<file path="src/include/cwod_consts.vh">
// Constants for the configuration word option decoder.
// Assumes a 50 MHz core clock and a 14-bit program word.
`ifndef CWOD_CONSTS_VH
`define CWOD_CONSTS_VH

// Address map of the option word and the test region
`define CWOD_CFG_ADDR 14'h2007
`define CWOD_TEST_LO 14'h2000
`define CWOD_ERASED 14'h3FFF

// Field positions inside the option word
`define CWOD_B_CPA_HI 13
`define CWOD_B_CPA_LO 12
`define CWOD_B_CPB_HI 11
`define CWOD_B_CPB_LO 10
`define CWOD_B_CPC_HI 9
`define CWOD_B_CPC_LO 8
`define CWOD_B_EXT_RESET_PIN_ENABLE 7
`define CWOD_B_CPD_HI 6
`define CWOD_B_CPD_LO 5
`define CWOD_B_POWERUP_DELAY_ENABLE_N 4
`define CWOD_B_WATCHDOG_ENABLE 3
`define CWOD_B_OSC_HI 2
`define CWOD_B_OSC_LO 0

// Protection pair codes and user address bounds
`define CWOD_CP_NONE 2'h3
`define CWOD_CP_UPPER 2'h2
`define CWOD_CP_MID 2'h1
`define CWOD_CP_ALL 2'h0
`define CWOD_UPPER_LO 11'h400
`define CWOD_MID_LO 11'h200
`define CWOD_PROT_HI 11'h7FE

// Oscillator select codes
`define CWOD_OSC_ERC_CLK 3'h7
`define CWOD_OSC_ERC_IO 3'h6
`define CWOD_OSC_IRC_CLK 3'h5
`define CWOD_OSC_IRC_IO 3'h4
`define CWOD_OSC_INVALID 3'h3
`define CWOD_OSC_HS 3'h2

// Timing: power-up delay in ms, clock in kHz, count defaults
`define CWOD_PUT_MS 32'h0000_0048
`define CWOD_CLK_KHZ 32'h0000_C350
`define CWOD_OST_EDGES 16'h0400
`define CWOD_WDT_EDGES 16'h0100
`define CWOD_CLOCK_OUTPUT_HALF 1'h1

`endif

</file>
<file path="src/rtl/cwod_decoder.v">
// Configuration word option decoder: holds the option word, decodes it
// into static settings and sequences power-up, start-up, sleep and watchdog.
// Assumes oscillator, watchdog RC and pins arrive asynchronous to MCLK_I;
// RST_N_I is the power-on reset of the whole part.
//
// Summary of operation
// - Programmed option bits read zero, unprogrammed read one; erased word is all ones.
// - The option word sits at one fixed address above user program space.
// - Test and option region is reachable only in programming mode.
// - Protect pair: 11 none, 10 upper range, 01 from middle up, 00 all.
// - External reset pin works when its enable bit is one.
// - Power-up delay bit is active low: zero enables the delay.
// - Watchdog enable bit one runs the watchdog, zero stops it.
// - Three select bits pick RC, internal RC, invalid or one of three crystals.
// - Software cannot stop the watchdog; only the option bit can.
// - Watchdog counts edges of its own RC oscillator only.
// - Enabled power-up delay holds reset a fixed 72 ms, on power-up or after programming mode only.
// - Start-up timer holds reset, or after a wake-up keeps the part asleep, until the crystal oscillator has settled.
// - Sleep ends on external reset, watchdog wake-up or enabled interrupt.
// - Crystal modes run a resonator across the two oscillator pins.
// - Crystal modes also accept an external clock on the clock input pin.
// - Clock-output modes drive the output pin at oscillator rate divided by four.
`timescale 1ns/1ps
`include "cwod_consts.vh"

module cwod_decoder #(
   parameter PUT_CYCLES = `CWOD_PUT_MS * `CWOD_CLK_KHZ,
   parameter [15:0] OST_EDGES = `CWOD_OST_EDGES,
   parameter [15:0] WDT_EDGES = `CWOD_WDT_EDGES
) (
   input wire MCLK_I,
   input wire RST_N_I,
   input wire PROG_MODE_I,
   input wire [13:0] PROG_ADDR_I,
   input wire [13:0] PROG_WDATA_I,
   input wire PROG_WR_I,
   input wire PROG_RD_I,
   output reg [13:0] PROG_RDATA_O,
   input wire EXT_RESET_PIN_N_I,
   input wire OSC_CLK_I,
   input wire WDT_OSC_I,
   input wire WDT_CLEAR_I,
   input wire SLEEP_REQ_I,
   input wire INT_WAKE_I,
   input wire [10:0] USER_ADDR_I,
   output wire ADDR_PROTECTED_O,
   output reg [1:0] PROTECT_MODE_O,
   output reg PROTECT_MISMATCH_O,
   output reg EXT_RESET_PIN_ENABLE_O,
   output reg POWERUP_DELAY_ENABLE_O,
   output reg WATCHDOG_ENABLE_O,
   output reg [2:0] OSC_MODE_O,
   output reg CRYSTAL_MODE_O,
   output reg OSC_INVALID_O,
   output reg CLOCK_OUTPUT_EN_O,
   output reg CLOCK_OUTPUT_O,
   output wire DEVICE_RESET_O,
   output wire SLEEP_O,
   output reg WAKE_O,
   output reg WDT_RESET_O
);

   // One-hot sequencer states
   localparam [4:0] ST_HOLD = 5'h01;
   localparam [4:0] ST_PUT = 5'h02;
   localparam [4:0] ST_OST = 5'h04;
   localparam [4:0] ST_RUN = 5'h08;
   localparam [4:0] ST_SLEEP = 5'h10;

   reg [13:0] option_word;
   reg [13:0] cfg_q;
   reg [4:0] state;
   reg [4:0] next_state;
   reg por_pend;
   reg waking;
   reg [21:0] put_cnt;
   reg [15:0] ost_cnt;
   reg [15:0] wdt_cnt;
   reg [1:0] clk_div;
   reg [1:0] pm_sync;
   reg [1:0] rst_sync;
   reg [2:0] osc_sync;
   reg [2:0] wdo_sync;
   wire prog_mode;
   wire ext_rst;
   wire osc_edge;
   wire wdo_edge;
   wire put_done;
   wire ost_done;
   wire wdt_tmo;
   wire xtal;
   wire cfg_hit;

   // Pins cross into the core clock through two flops before use
   always @(posedge MCLK_I) begin
      if (!RST_N_I) begin
         pm_sync <= 2'h3; // Assume programming until seen, so no false release
         rst_sync <= 2'h3;
         osc_sync <= 3'h0;
         wdo_sync <= 3'h0;
      end else begin
         pm_sync <= {pm_sync[0], PROG_MODE_I};
         rst_sync <= {rst_sync[0], EXT_RESET_PIN_N_I};
         osc_sync <= {osc_sync[1:0], OSC_CLK_I};
         wdo_sync <= {wdo_sync[1:0], WDT_OSC_I};
      end
   end

   // Edge detectors read only the second and third stages
   assign prog_mode = pm_sync[1];
   assign osc_edge = osc_sync[1] & ~osc_sync[2];
   assign wdo_edge = wdo_sync[1] & ~wdo_sync[2];
   assign ext_rst = ~rst_sync[1] & cfg_q[`CWOD_B_EXT_RESET_PIN_ENABLE];
   assign cfg_hit = (PROG_ADDR_I == `CWOD_CFG_ADDR);

   // Option word store. Programming can only pull bits to zero, like a
   // fuse; power-on reset models a fresh erased part.
   always @(posedge MCLK_I) begin
      if (!RST_N_I) begin
         option_word <= `CWOD_ERASED;
      end else if (prog_mode && PROG_WR_I && cfg_hit) begin
         option_word <= option_word & PROG_WDATA_I;
      end
   end

   // Read-back of the test region only while in programming mode;
   // other test addresses read zero, user-space addresses are not ours.
   always @(posedge MCLK_I) begin
      if (!RST_N_I) begin
         PROG_RDATA_O <= 14'h0000;
      end else if (prog_mode && PROG_RD_I) begin
         PROG_RDATA_O <= cfg_hit ? option_word : 14'h0000;
      end else if (!prog_mode) begin
         PROG_RDATA_O <= 14'h0000;
      end
   end

   // Capture the word only while held in reset, so run-time changes
   // on the programming port can never disturb a running part
   always @(posedge MCLK_I) begin
      if (!RST_N_I) begin
         cfg_q <= `CWOD_ERASED;
      end else if (state == ST_HOLD) begin
         cfg_q <= option_word;
      end
   end

   assign xtal = (cfg_q[`CWOD_B_OSC_HI:`CWOD_B_OSC_LO] <= `CWOD_OSC_HS);

   // Decoded settings, registered from the captured word
   always @(posedge MCLK_I) begin
      if (!RST_N_I) begin
         PROTECT_MODE_O <= `CWOD_CP_NONE;
         PROTECT_MISMATCH_O <= 1'b0;
         EXT_RESET_PIN_ENABLE_O <= 1'b1;
         POWERUP_DELAY_ENABLE_O <= 1'b0;
         WATCHDOG_ENABLE_O <= 1'b1;
         OSC_MODE_O <= `CWOD_OSC_ERC_CLK;
         CRYSTAL_MODE_O <= 1'b0;
         OSC_INVALID_O <= 1'b0;
         CLOCK_OUTPUT_EN_O <= 1'b0;
      end else begin
         PROTECT_MODE_O <= cfg_q[`CWOD_B_CPA_HI:`CWOD_B_CPA_LO];
         // Unequal pairs give no guaranteed scheme; flag it for software
         PROTECT_MISMATCH_O <=
            (cfg_q[`CWOD_B_CPA_HI:`CWOD_B_CPA_LO] != cfg_q[`CWOD_B_CPB_HI:`CWOD_B_CPB_LO]) |
            (cfg_q[`CWOD_B_CPA_HI:`CWOD_B_CPA_LO] != cfg_q[`CWOD_B_CPC_HI:`CWOD_B_CPC_LO]) |
            (cfg_q[`CWOD_B_CPA_HI:`CWOD_B_CPA_LO] != cfg_q[`CWOD_B_CPD_HI:`CWOD_B_CPD_LO]);
         EXT_RESET_PIN_ENABLE_O <= cfg_q[`CWOD_B_EXT_RESET_PIN_ENABLE];
         POWERUP_DELAY_ENABLE_O <= ~cfg_q[`CWOD_B_POWERUP_DELAY_ENABLE_N];
         WATCHDOG_ENABLE_O <= cfg_q[`CWOD_B_WATCHDOG_ENABLE];
         OSC_MODE_O <= cfg_q[`CWOD_B_OSC_HI:`CWOD_B_OSC_LO];
         CRYSTAL_MODE_O <= xtal;
         OSC_INVALID_O <= (cfg_q[`CWOD_B_OSC_HI:`CWOD_B_OSC_LO] == `CWOD_OSC_INVALID);
         CLOCK_OUTPUT_EN_O <=
            (cfg_q[`CWOD_B_OSC_HI:`CWOD_B_OSC_LO] == `CWOD_OSC_ERC_CLK) |
            (cfg_q[`CWOD_B_OSC_HI:`CWOD_B_OSC_LO] == `CWOD_OSC_IRC_CLK);
      end
   end

   // Address check for the memory read-out path, from registered mode
   assign ADDR_PROTECTED_O =
      (PROTECT_MODE_O == `CWOD_CP_ALL) |
      ((PROTECT_MODE_O == `CWOD_CP_MID) &&
       (USER_ADDR_I >= `CWOD_MID_LO) && (USER_ADDR_I <= `CWOD_PROT_HI)) |
      ((PROTECT_MODE_O == `CWOD_CP_UPPER) &&
       (USER_ADDR_I >= `CWOD_UPPER_LO) && (USER_ADDR_I <= `CWOD_PROT_HI));

   // Clock output: toggle every second oscillator edge, giving a quarter
   // rate; held low outside clock-output modes and during reset
   always @(posedge MCLK_I) begin
      if (!RST_N_I || !CLOCK_OUTPUT_EN_O || DEVICE_RESET_O) begin
         clk_div <= 2'h0;
         CLOCK_OUTPUT_O <= 1'b0;
      end else if (osc_edge) begin
         if (clk_div[0] == `CWOD_CLOCK_OUTPUT_HALF) begin
            clk_div <= 2'h0;
            CLOCK_OUTPUT_O <= ~CLOCK_OUTPUT_O;
         end else begin
            clk_div <= clk_div + 2'h1;
         end
      end
   end

   // Power-up delay counter, counts core clocks only in its state
   always @(posedge MCLK_I) begin
      if (!RST_N_I || state != ST_PUT) begin
         put_cnt <= 22'h00_0000;
      end else if (!put_done) begin
         put_cnt <= put_cnt + 22'h00_0001;
      end
   end
   assign put_done = (put_cnt >= PUT_CYCLES[21:0] - 22'h00_0001);

   // Start-up timer counts real oscillator edges so it waits for the
   // crystal itself, not for a guessed time
   always @(posedge MCLK_I) begin
      if (!RST_N_I || state != ST_OST) begin
         ost_cnt <= 16'h0000;
      end else if (osc_edge && !ost_done) begin
         ost_cnt <= ost_cnt + 16'h0001;
      end
   end
   assign ost_done = (ost_cnt >= OST_EDGES);

   // Watchdog: no software disable input exists at all; clearing only
   // restarts the count. Also restarts on entry to sleep.
   always @(posedge MCLK_I) begin
      if (!RST_N_I || !cfg_q[`CWOD_B_WATCHDOG_ENABLE] || state == ST_HOLD || state == ST_PUT) begin
         wdt_cnt <= 16'h0000;
      end else if (WDT_CLEAR_I || wdt_tmo || (state == ST_RUN && SLEEP_REQ_I)) begin
         wdt_cnt <= 16'h0000;
      end else if (wdo_edge) begin
         wdt_cnt <= wdt_cnt + 16'h0001;
      end
   end
   assign wdt_tmo = (wdt_cnt >= WDT_EDGES);

   // Reset and sleep sequencer
   always @* begin
      next_state = state;
      case (state)
         ST_HOLD: begin
            if (!prog_mode && !ext_rst) begin
               if (por_pend && !cfg_q[`CWOD_B_POWERUP_DELAY_ENABLE_N]) begin
                  next_state = ST_PUT;
               end else begin
                  next_state = ST_OST;
               end
            end
         end
         ST_PUT: begin
            if (ext_rst || prog_mode) begin
               next_state = ST_HOLD;
            end else if (put_done) begin
               next_state = ST_OST;
            end
         end
         ST_OST: begin
            if (ext_rst || prog_mode) begin
               next_state = ST_HOLD;
            end else if (!xtal || ost_done) begin
               next_state = ST_RUN;
            end
         end
         ST_RUN: begin
            if (ext_rst || wdt_tmo || prog_mode) begin
               next_state = ST_HOLD;
            end else if (SLEEP_REQ_I) begin
               next_state = ST_SLEEP;
            end
         end
         ST_SLEEP: begin
            if (ext_rst || prog_mode) begin
               next_state = ST_HOLD;
            end else if (wdt_tmo || INT_WAKE_I) begin
               next_state = ST_OST;
            end
         end
         default: begin
            next_state = ST_HOLD;
         end
      endcase
   end

   // State, power-up marker and wake flag. The marker is set by power-on
   // and held set throughout programming mode, so the delay applies only after those.
   always @(posedge MCLK_I) begin
      if (!RST_N_I) begin
         state <= ST_HOLD;
         por_pend <= 1'b1;
         waking <= 1'b0;
         WAKE_O <= 1'b0;
         WDT_RESET_O <= 1'b0;
      end else begin
         state <= next_state;
         WAKE_O <= (state == ST_SLEEP) && (next_state == ST_OST);
         WDT_RESET_O <= (state == ST_RUN) && wdt_tmo && !ext_rst && !prog_mode;
         if (prog_mode) begin
            por_pend <= 1'b1;
         end else if (state == ST_OST) begin
            por_pend <= 1'b0;
         end
         if (state == ST_SLEEP && next_state == ST_OST) begin
            waking <= 1'b1;
         end else if (state != ST_OST) begin
            waking <= 1'b0;
         end
      end
   end

   // A wake-up restart of the crystal stalls the core without a reset
   assign DEVICE_RESET_O = (state == ST_HOLD) | (state == ST_PUT) | ((state == ST_OST) & ~waking);
   assign SLEEP_O = (state == ST_SLEEP) | ((state == ST_OST) & waking);

endmodule // cwod_decoder

</file>
<file path="config.mk">
export PLATFORM = sky130hd
export DESIGN_NAME = cwod_decoder
export DESIGN_NICKNAME = d
export VERILOG_FILES = /design/src/rtl/cwod_decoder.v
export VERILOG_INCLUDE_DIRS = /design/src /design/src/include
export SDC_FILE = /design/constraint.sdc
export NUM_CORES = 1
export LEC_CHECK = 0
export ABC_AREA = 0
export BUFFER_PORTS_ARGS = -buffer_cell sky130_fd_sc_hd__buf_2
export CAP_MARGIN = 20
export CORE_MARGIN = 3
export CORE_UTILIZATION = 35
export DETAILED_ROUTE_END_ITERATION = 12
export PLACE_DENSITY_LB_ADDON = 0.3
export SLEW_MARGIN = 5
export SYNTH_ARGS = -nofsm -noshare
export SYNTH_HDL_FRONTEND = slang
export SYNTH_SLANG_ARGS = --single-unit
export TNS_END_PERCENT = 5
</file>
<file path="constraint.sdc">
create_clock -name MCLK_I -period 3.25 [get_ports MCLK_I]
set_clock_uncertainty 0.05 [all_clocks]
set_input_delay 0.1625 -clock MCLK_I [delete_from_list [all_inputs] [get_ports MCLK_I]]
set_output_delay 0.1625 -clock MCLK_I [all_outputs]
set_load 0.02 [all_outputs]
</file>
==> After elaboration in Yosys (flattened, before gate mapping) <==
Cells that the tools add are included.
{ "op_classes": {"add_sub_neg": 4, "order_cmp": 7, "n_eq_ne": 18, "muxes": 17, "bitwise_logic": 21, "reduce_logical": 42} }
{ "op_table": {"columns": ["cell", "count"], "rows": [
  ["2-to-1 mux 5 bit", 9],
  ["2-to-1 mux 14 bit", 3],
  ["adder 16 x 1 -> 16 bit (second input constant)", 2],
  ["one-hot mux 5 bit (5 select lines)", 1],
  ["adder 22 x 1 -> 22 bit (second input constant)", 1],
  [">= comparator 22 bit (second input constant)", 1],
  [">= comparator 16 x 11 -> 1 bit (second input constant)", 1],
  [">= comparator 16 x 9 -> 1 bit (second input constant)", 1],
  ["logical AND 1 bit", 15],
  ["AND 14 bit", 1],
  ["equality test 14 bit (second input constant)", 1],
  ["logical OR 1 bit", 14],
  [">= comparator 11 x 10 -> 1 bit (second input constant)", 1],
  [">= comparator 11 bit (second input constant)", 1],
  ["<= comparator 11 bit (second input constant)", 1],
  ["equality test 5 x 3 -> 1 bit (second input constant)", 2],
  ["logical NOT 1 bit", 8],
  ["OR 1 bit", 8],
  ["inverter 1 bit", 7],
  ["equality test 3 bit (second input constant)", 2],
  ["!= test 2 bit", 3],
  ["AND 1 bit", 5],
  ["equality test 5 x 1 -> 1 bit (second input constant)", 1],
  ["equality test 5 x 2 -> 1 bit (second input constant)", 1],
  ["17 further kinds", 19]
]} }
{ "word_totals": {"regBits": 130, "output_inout_bits": 32} }

==> Depth between registers and ports, before layout <==
Gate-level depths: netlist of run 1.
{ "logic_depth": {"word_depth": 9, "depth_mapped": 7, "mapped_depth_nobuf": 5} }

==> Worst setup path after synthesis of run 1 <==
OpenSTA, ideal clock, no wires.
{ "synth_path": {"path_kind": "reg2out", "start": "register state[2]", "end": "output port DEVICE_RESET_O", "arrival_time_ns": 1.534, "required_ns": 3.037, "setup_slack_ns": 1.504, "path_stages_with_launch": 6, "path_cell_list": "dfxtp_1 -> buf_2 -> or3b_2 -> a21oi_1 -> nor2_1 -> nor3_1"} }
{ "synth_via": {"elab_chain_cells": 3, "word_cells_on_any_way": 6, "cone_classes": "3 x eq/ne; 3 x bitwise"} }
{ "synth_lines": {"columns": ["element", "line", "source"], "rows": [
  ["from (decl)", "cwod_decoder.v:72", "reg [4:0] state;"],
  ["from (signal assigned)", "cwod_decoder.v:296", "state <= next_state;"],
  ["equality test 5 x 1 -> 1 bit, or another cell as far along", "cwod_decoder.v:313", "assign DEVICE_RESET_O = (state == ST_HOLD) | (state == ST_PUT) | ((state == ST_OST) & ~waking);"],
  ["OR 1 bit / AND 1 bit (equally long branches)", "cwod_decoder.v:313", null],
  ["OR 1 bit (*)", "cwod_decoder.v:313", null],
  ["to (decl)", "cwod_decoder.v:57", "output wire DEVICE_RESET_O,"]
]} }
Mark *: on every way between the ends. The rest lies on a longest branch, timed or not.

==> Final worst setup path of run 1 <==
{ "layout_path": {"start": "register put_cnt[16]", "end": "register state[1]"} }
{ "layout_via": {"elab_chain_cells": 4} }
{ "layout_lines": {"columns": ["element", "line", "source"], "rows": [
  ["from (decl)", "cwod_decoder.v:76", "reg [21:0] put_cnt;"],
  ["from (signal assigned)", "cwod_decoder.v:210", "put_cnt <= put_cnt + 22'h00_0001;"],
  [">= comparator 22 bit", "cwod_decoder.v:213", "assign put_done = (put_cnt >= PUT_CYCLES[21:0] - 22'h00_0001);"],
  ["2-to-1 mux 5 bit", "cwod_decoder.v:255", "end else if (put_done) begin"],
  ["2-to-1 mux 5 bit", "cwod_decoder.v:253", "if (ext_rst || prog_mode) begin"],
  ["one-hot mux 5 bit (5 select lines)", "cwod_decoder.v:242", "case (state)"]
]} }
No other way between the ends.
A chain may end at the register's enable or synchronous reset.

==> results.yml, run 1 <==
critical_path:
  cp_data_required_time_ps: 3500
  end_kind: "register"
  r2r_start: "put_cnt[16]$_SDFFE_PP0N_"
  crit_chain: "nand4bb_1 > nor3_2 > o21a_1 > nor3_1 > o221a_2"
  r2r_end: "state[1]$_SDFF_PN0_"
  crit_type: "register to register"
  r2r_slack_ps: 880
  cpPeakStageDelay_ps: 880
  critPathLaunchType: "register"
  crit_arrival_ps: 2620
  r2r_cells: 5
  cp_max_fo: 35
  cpMaxStageDelayCell: "o21a_1"
layout:
  finalInstanceArea_um2: 6570
  nNetsFinal: 736
  diodes: 0
  final_common_cell: "dfxtp_1"
  final_cell_mix: "dfxtp_1 (129), buf_2 (81), nand2_1 (68), nor2_1 (45), o21ai_0 (32)"
  fill_cells: 1386
  fin_cells: 878
  areaGrowthSynthToFinish_pct: 25.3
  drive_gt1_frac: 0.186
min_path:
  min_to: "wdt_cnt[6]$_SDFFE_PP0P_"
  holdCritStartpoint: "WDT_CLEAR_I"
  hold_depth: 4
  min_path_type: "input port to register"
status:
  outcome: "completed"
detailed_routing:
  drt_iter0_drc: 269
  final_antenna_net_count: 0
  vias_per_cell: 5.05
  wl_mm: 11.8
  remaining_drc_errors: 0
  wire_per_inst_um: 13.4
  dr.pass1.iters: 5
  vias: 4434
logic_synthesis:
  synthArstFlopShare: 0
  ys_types: 56
  synth_compound_area_frac: 0.115
  synth_top_family_by_area: "simple AND/OR/NAND/NOR gates"
  ys_warn_count: 0
  syn_area_per_cell_um2: 8.96
  synthSimpleGateAreaFrac: 0.311
  muxShareOfSynthArea: 0
  synth_xor_area_frac: 0.0351
  ys_seq_elements: 129
  synth-edff-count: 0
  netlist_area_um2: 5240
  seq_area_frac_synth: 0.493
  ys.flop_type: "dfxtp_1"
  syn_inst: 585
  yosys.area_share.adder: 0.0119
sta:
  post-route-min-period_ps: 2370
  max_freq_mhz: 423
  worst_pin_slew_ps: 1040
  setup_tns_ps: 0
  setup_viol: 0
  post-route-period-util: 0.728
  slew_headroom: 0.309
  hold_viol: 0
  drv_slew: 0
  rsz0062_at_grt: "false"
job:
  cap_violations: 0
die:
  die_y_um: 128
  dieArea_um2: 16500
  core_area_um2: 14600
  num_rows: 44
  io-pin-count: 82
  dieWidth_um: 128
  initial_utilization: 0.359
clocking:
  clk_latency_ps: 410
  cts-root-buf: "clkbuf_16"
  clkSinkCount: 129
  clk_pin_slew_ps: 60
  cts_resized: 0
  tritoncts: "yes"
  numCtsBuffers: 17
  clockBufferDepth: 2
  htreeDepth: 4
place:
  gp_congestion: 0.878
  portBuffers: 81
  post-dp-hpwl_mm: 8.03
  dpl.cell_count: 827
  place_area_um2: 5770
global_route:
  grt_max_degree: 66
  grt_pass1_wl_mm: 19.6
  overflow: 0
  grt_pass1_vias: 4313
  antenna_found_initial: 0
  grt_usage: 0.148
pwr:
  p_leak_nw: 2.51
  peakVddDrop_mv: 0.375
  p_per_area_nw_per_um2: 556
critical path, delay by kind of cell (launching register included):
kind | cells | cell delay [ps]
flip-flops | 1 | 370
AND/OR/NAND/NOR | 3 | 620
AO/OA/AOI/OAI | 2 | 1210
what timing repair did:
action | 4_1_cts | 5_1_grt
setup buffers | 0 | 0
endpoints found under the setup margin | 0 | 0
hold endpoints to repair | 19 | 0
hold buffers | 19 | 0
stage by stage:
step           hold slack [ps]  utilization  worst slack (ps)  power (mW)
2_1_floorplan              214            -              1500        1.69
3_3_place_gp               292        0.396              1030        1.74
3_5_place_dp               298        0.396               932        1.74
4_1_cts                   67.2        0.450               925        3.70
5_1_grt                   99.9        0.450               737        3.78
6_report                  84.6        0.450               884        3.65
per-layer routing:
metal	wire length (µm)	GRT usage	part of all wire
met5	0	0	0
met4	191	0.0712	0.016
met3	639	0.0477	0.054
met2	5510	0.237	0.47
met1	5450	0.180	0.46
state kept, by name (all words and copies together), names as in the netlist, 2 cells and up:
signal and cells:
OSC_MODE_O 3, PROG_RDATA_O 14, PROTECT_MODE_O 2, cfg_q 14, option_word 14, osc_sync 3
ost_cnt 16, pm_sync 2, put_cnt 22, rst_sync 2, state 5, wdo_sync 3
wdt_cnt 16
cell usage after synthesis (4+ instances only):
library cell  number  area (µm²)
dfxtp_1          129        2580
nand2_1           68         255
nor2_1            45         169
o21ai_0           32         160
nand3_1           29         145
nand4_1           25         156
a21oi_1           22         110
nor2b_1           22         138
clkbuf_1          19        71.3
and2_1            17         106
nand2b_1          17         106
a22oi_1           15         113
nor3_1            14        70.1
or3_1             12        75.1
xnor2_1           12         105
and3_1            10        62.6
or4_1              9        67.6
xor2_1             9        78.8
inv_1              8        30.0
buf_2              7        35.0
ha_1               5        62.6
nor4_1             5        31.3
o21a_1             5        37.5
and4_1             4        35.0
power breakdown:
part	switching, mW	total [mW]	leakage [nW]	internal (mW)
logic	0.0566	0.116	1.18	0.0593
registers	0.00786	1.61	1.05	1.60
clock network	0.701	1.93	0.291	1.23
layout make-up:
cell class	count	area, µm²	area share
Clock inverter	12	159	0.0242
Multi-Input combinational cell	423	2510	0.382
Clock buffer	20	447	0.0680
Inverter	8	30.0	0.00457
Tap cell	184	230	0.0351
Timing Repair Buffer	102	611	0.0930
Sequential cell	129	2580	0.393
how the worst max path moves through the flow:
| stage | from | endpoint | slack, ps | cells after the start |
|---|---|---|---|---|
| 6_report | put_cnt[16]$_SDFFE_PP0N_ | state[1]$_SDFF_PN0_ | 880 | 5 |
| 5_1_grt | put_cnt[16]$_SDFFE_PP0N_ | put_cnt[3]$_SDFFE_PP0N_ | 740 | 5 |
| 4_1_cts | put_cnt[16]$_SDFFE_PP0N_ | state[1]$_SDFF_PN0_ | 920 | 5 |
| 3_5_place_dp | put_cnt[16]$_SDFFE_PP0N_ | state[1]$_SDFF_PN0_ | 930 | 5 |
| 3_3_place_gp | put_cnt[16]$_SDFFE_PP0N_ | state[1]$_SDFF_PN0_ | 1030 | 5 |
| 2_1_floorplan | state[2]$_SDFF_PN0_ | DEVICE_RESET_O | 1500 | 5 |
cells by family (layout without fill, tap and decap cells):
group           after synthesis  after routing
other cells                   1              7
flops                       129            129
fa+ha+maj                     5              5
buf+inv                      39            142
simple gates                296            296
xor+xnor                     21             21
compound gates               94             94
Note: power is estimated with default switching activity, not from simulation.
==> run 2, diff against run 1 <==
clock period = 1.92 ns   (was 3.25 ns; I/O delays follow)
==> run 2 against run 1 <==
  * Power grew 70%
  * Setup slack lost 850 ps
  * Sequential share of layout area shrank 1.3 points
  * Critical path depth is the same
  * Register-to-register slack lost 840 ps
  * Routed wire length grew 2.6%
  * Critical endpoint is now SLEEP_O
  * Highest routed layer unchanged
==> results.yml, run 2 (synthesized netlist as in run 1, its figures left out) <==
layout:
  areaGrowthSynthToFinish_pct: 30.4
  largest_reg_flops: 22
  nNetsFinal: 759
  final_cell_mix: "dfxtp_1 (122), buf_2 (79), nand2_1 (68), nor2_1 (43), o21ai_0 (32)"
  top_regs: "put_cnt: 22 flops, ost_cnt: 16 flops, wdt_cnt: 16 flops"
  finalInstanceArea_um2: 6830
  diodes: 0
  top_register: "put_cnt"
  drive_gt1_frac: 0.234
  final_common_cell: "dfxtp_1"
global_route:
  grt_max_degree: 65
  grt_pass1_vias: 4343
  overflow: 0
  grt_pass1_wl_mm: 20.1
  grt_usage: 0.151
  antenna_found_initial: 0
die:
  initial_utilization: 0.359
  io-pin-count: 82
  dieArea_um2: 16500
  dieWidth_um: 128
  num_rows: 44
  core_area_um2: 14600
  die_y_um: 128
clocking:
  htreeDepth: 4
  clkSinkCount: 129
  clk_pin_slew_ps: 60
  cts-root-buf: "clkbuf_16"
  numCtsBuffers: 17
  clk_latency_ps: 420
  clockBufferDepth: 2
  tritoncts: "yes"
pwr:
  peakVddDrop_mv: 0.837
  p_leak_nw: 2.66
  p_per_area_nw_per_um2: 910
  fin_total_pwr_mw: 6.22
detailed_routing:
  remaining_drc_errors: 0
  vias_per_cell: 5.02
  wl_mm: 12.1
  vias: 4526
  dr.pass1.iters: 5
  wire_per_inst_um: 13.4
  drt_iter0_drc: 251
  final_antenna_net_count: 0
sta:
  slew_headroom: 0.594
  rsz0062_at_grt: "true"
  post-route-period-util: 0.983
  setup_viol: 0
  hold_viol: 0
  post-route-min-period_ps: 1890
  holdWs_ps: 26.9
  worst_pin_slew_ps: 607
  drv_slew: 0
  max_freq_mhz: 530
  worst_slack_ps: 31.9
critical_path:
  cp_max_fo: 5
  critPathLaunchType: "register"
  r2r_start: "state[4]$_SDFF_PN0_"
  r2r_end: "state[1]$_SDFF_PN0_"
  cp-startpoint: "state[2]$_SDFF_PN0_"
  critPathCapture: "SLEEP_O"
  r2r_slack_ps: 40
  r2r_cells: 5
  end_kind: "output pin"
  crit_type: "register to output pin"
  crit_arrival_ps: 1740
  cp_data_required_time_ps: 1770
place:
  dp_slack_ps: 39.7
  gp_congestion: 0.936
  place_area_um2: 5930
  portBuffers: 81
  post-dp-hpwl_mm: 8.37
job:
  cap_violations: 0
min_path:
  min_path_type: "input port to register"
status:
  outcome: "completed"
[run 2: worst max-delay path, cell delays in order (launching register included)]
cell      delay (ps)
dfxtp_4          350
buf_4            150
or3_4            400
nor2_2           150
a21o_1           110
clkbuf_4         170
[run 2: timing repair]
item	in CTS	in global routing
buffers inserted	3	0
hold endpoints to repair	19	0
gates resized for setup	9	17
hold buffers	19	0
pin swaps	2	1
endpoints found under the setup margin	2	18
[run 2: how the worst min path moves through the flow]
stage	slack, ps	cells past startpoint	from	to
after floorplan	150	1	PROG_MODE_I	pm_sync[0]$_SDFF_PN1_
final	30	4	WDT_CLEAR_I	wdt_cnt[0]$_SDFFE_PP0P_
after detailed placement	230	2	PROG_MODE_I	pm_sync[0]$_SDFF_PN1_
after CTS	9	4	WDT_CLEAR_I	wdt_cnt[7]$_SDFFE_PP0P_
after global routing	30	4	WDT_CLEAR_I	wdt_cnt[6]$_SDFFE_PP0P_
after global placement	230	2	EXT_RESET_PIN_N_I	rst_sync[0]$_SDFF_PN1_
[run 2: through the flow]
step | setup TNS [ps] | util | std cells
2_1_floorplan | 0 | - | 591
3_5_place_dp | 0 | 0.407 | 847
6_report | 0 | 0.468 | 901
3_3_place_gp | 0 | 0.407 | 847
5_1_grt | -286 | 0.468 | 901
4_1_cts | 0 | 0.465 | 901
[run 2: report_power, final]
part           internal, mW  leakage [nW]  total, mW  switching [mW]
Sequential             2.70          1.05       2.71          0.0104
Combinational         0.107          1.31      0.207           0.100
Clock                  2.12         0.294       3.30            1.18
Total                  4.93          2.66       6.22            1.29
[run 2: cell type report]
type / count / area [µm²]
fill: 1343 / 7750
sequential: 129 / 2600
multi-input combinational: 423 / 2560
timing repair buffer: 125 / 805
clock buffer: 21 / 460
tap: 184 / 230
clock inverter: 11 / 154
inverter: 8 / 30.0
[run 2: layer usage]
metal	track usage	wire, µm	up-vias
met3	0.0486	689	18
met4	0.0668	220	0
met1	0.186	5450	2092
li1	-	-	2288
met2	0.241	5750	128
met5	0	0	-
==> run 3, diff against run 2 <==
ABC_AREA = 1   (was 0)
==> run 3 against run 2 <==
  * Utilization fell by 0.93 points
  * Worst hold slack improved by 33 ps
  * Maximum frequency rose by 4.3%
  * Critical path type unchanged
  * Critical endpoint is now DEVICE_RESET_O
==> results.yml, run 3 <==
detailed_routing:
  remaining_drc_errors: 0
  drt_iter0_drc: 322
  final_antenna_net_count: 0
  dr.pass1.iters: 4
  vias: 4847
  wl_mm: 12.1
  vias_per_cell: 4.54
  wire_per_inst_um: 11.4
pwr:
  p_per_area_nw_per_um2: 906
  pwr-share-clk: 0.526
  p_leak_nw: 2.96
  seqPwrFrac: 0.431
  peakVddDrop_mv: 0.544
  p_comb_frac: 0.043
  swShare: 0.213
  p_int_mw: 4.99
  fin_total_pwr_mw: 6.35
  p_sw_mw: 1.35
layout:
  multiInputGateArea_um2: 2460
  nNetsFinal: 899
  drive_gt1_frac: 0.190
  diodes: 0
  regArea_um2: 2580
  fin_cells: 1068
  final_common_cell: "nand2_1"
  largest_reg_flops: 22
  final_cell_mix: "nand2_1 (167), dfxtp_1 (128), inv_1 (87), buf_2 (80), nor2_1 (73)"
  top_regs: "put_cnt: 22 flops, ost_cnt: 16 flops, wdt_cnt: 16 flops"
  top_register: "put_cnt"
  areaGrowthSynthToFinish_pct: 27.7
  fill_cells: 1528
critical_path:
  crit_chain: "nor2_2 > nand2_2 > nor3_4 > inv_2 > nor2_2 > nor2_1 > inv_1 > buf_4"
  cpMaxStageDelayCell: "dfxtp_1"
  end_kind: "output pin"
  crit_type: "register to output pin"
  critPathLaunchType: "register"
  cp_data_required_time_ps: 1770
  cp_max_fo: 4
  crit_arrival_ps: 1660
  path_common_cell: "nor2_2"
  cpPeakStageDelay_ps: 330
die:
  dieWidth_um: 131
  io-pin-count: 82
  initial_utilization: 0.360
  dieArea_um2: 17200
  die_y_um: 131
  num_rows: 45
  core_area_um2: 15300
clocking:
  tritoncts: "yes"
  htreeDepth: 4
  clk_latency_ps: 410
  clk_pin_slew_ps: 60
  clockBufferDepth: 2
  numCtsBuffers: 17
  cts-root-buf: "clkbuf_16"
  clkSinkCount: 129
global_route:
  grt_pass1_wl_mm: 21.1
  grt_usage: 0.147
  grt_max_degree: 28
  grt_pass1_vias: 4624
  antenna_found_initial: 1
  overflow: 0
sta:
  setup_viol: 0
  slew_headroom: 0.546
  post-route-period-util: 0.943
  hold_viol: 0
  worst_pin_slew_ps: 673
  drv_slew: 0
  post-route-min-period_ps: 1810
  max_freq_mhz: 552
logic_synthesis:
  ys.flop_type: "dfxtp_1"
  syn_area_per_cell_um2: 7.57
  synthArstFlopShare: 0
  synth_commonest_cells: "nand2_1 (168), dfxtp_1 (129), inv_1 (87)"
  netlist_area_um2: 5490
  ys_warn_count: 0
  ys_top_cells_by_area: "dfxtp_1 (47%), nand2_1 (11%), inv_1 (6.0%)"
  synth.most_common_cell: "nand2_1"
  syn_inst: 725
  netlist.area_leader.share: 0.471
  ys_seq_elements: 129
  ys_types: 42
  yosys.area.top_type: "dfxtp_1"
  seq_area_frac_synth: 0.471
  synth-edff-count: 0
job:
  cap_violations: 0
min_path:
  min_path_type: "input port to register"
place:
  post-dp-hpwl_mm: 8.65
  gp_congestion: 0.830
  dpl.cell_count: 1013
  portBuffers: 81
status:
  outcome: "completed"
[run 3: metrics by stage]
stage / area [µm²] / hold slack [ps] / TNS (ps) / setup slack, ps / utilization
finish: 7010 / 59.9 / 0 / 110 / 0.459
floorplan: 5510 / 144 / 0 / 311 / -
global placement: 6150 / 231 / 0 / 195 / 0.403
CTS: 6970 / 41.2 / 0 / 4.96 / 0.457
global route: 7010 / 68.6 / -21.3 / -21.3 / 0.459
detailed placement: 6150 / 237 / 0 / 108 / 0.403
[run 3: cell families (layout without fill, tap and decap cells)]
family,count (synthesis),in the layout,synth area share
AOI/OAI and AO/OA,107,107,0.110
xor gates and xnor gates,15,15,0.0239
adders and majority gates,5,5,0.0114
buffers and inverters,117,243,0.0867
DFF,129,129,0.471
other,1,7,0.000683
and+or+nand+nor,351,351,0.296
[run 3: worst max-delay path, delay by kind of cell (launching register included)]
| kind | cells | cell delay (ps) |
|---|---|---|
| buf+inv | 3 | 280 |
| flops | 1 | 330 |
| simple gates | 5 | 620 |
[run 3: cell type report]
class,instances,area share
repair buffers,115,0.102
clock inverters,11,0.0216
inverters,96,0.0520
clock buffers,21,0.0672
multi-input cells,485,0.351
flip-flops and latches,129,0.369
well taps,211,0.0377
[run 3: per-layer routing]
metal | global-route usage | part of all wire | vias to the layer above
li1 | - | - | 2569
met4 | 0.0613 | 0.015 | 2
met1 | 0.180 | 0.47 | 2159
met3 | 0.0505 | 0.058 | 19
met2 | 0.236 | 0.46 | 98
met5 | 0 | 0.0011 | -
[run 3: power groups by stage]
stage	clock (mW)	sequential (mW)	combinational, mW
floorplan	0	2.80	0.127
global placement	0	2.80	0.238
detailed placement	0	2.79	0.238
CTS	3.41	2.74	0.271
global route	3.52	2.74	0.305
finish	3.34	2.74	0.271
[run 3: path summary, 6_finish.rpt]
path              slack, ps                     from  depth (start not counted)                  endpoint
setup reg to reg        170  put_cnt[0]$_SDFFE_PP0N_                          8       state[1]$_SDFF_PN0_
hold / removal           60                  RST_N_I                          3  OSC_MODE_O[1]$_SDFF_PN1_
hold reg to reg         360   osc_sync[0]$_SDFF_PN0_                          2    osc_sync[1]$_SDFF_PN0_
setup / recovery        110      state[0]$_SDFF_PN1_                          8            DEVICE_RESET_O
[run 3: timing repair]
| item | in CTS | in global routing |
|---|---|---|
| buffers inserted | 0 | 3 |
| endpoints found under the setup margin | 0 | 14 |
| hold buffers | 20 | 0 |
| endpoints found under the hold margin | 20 | 0 |
| resized for setup | 0 | 6 |
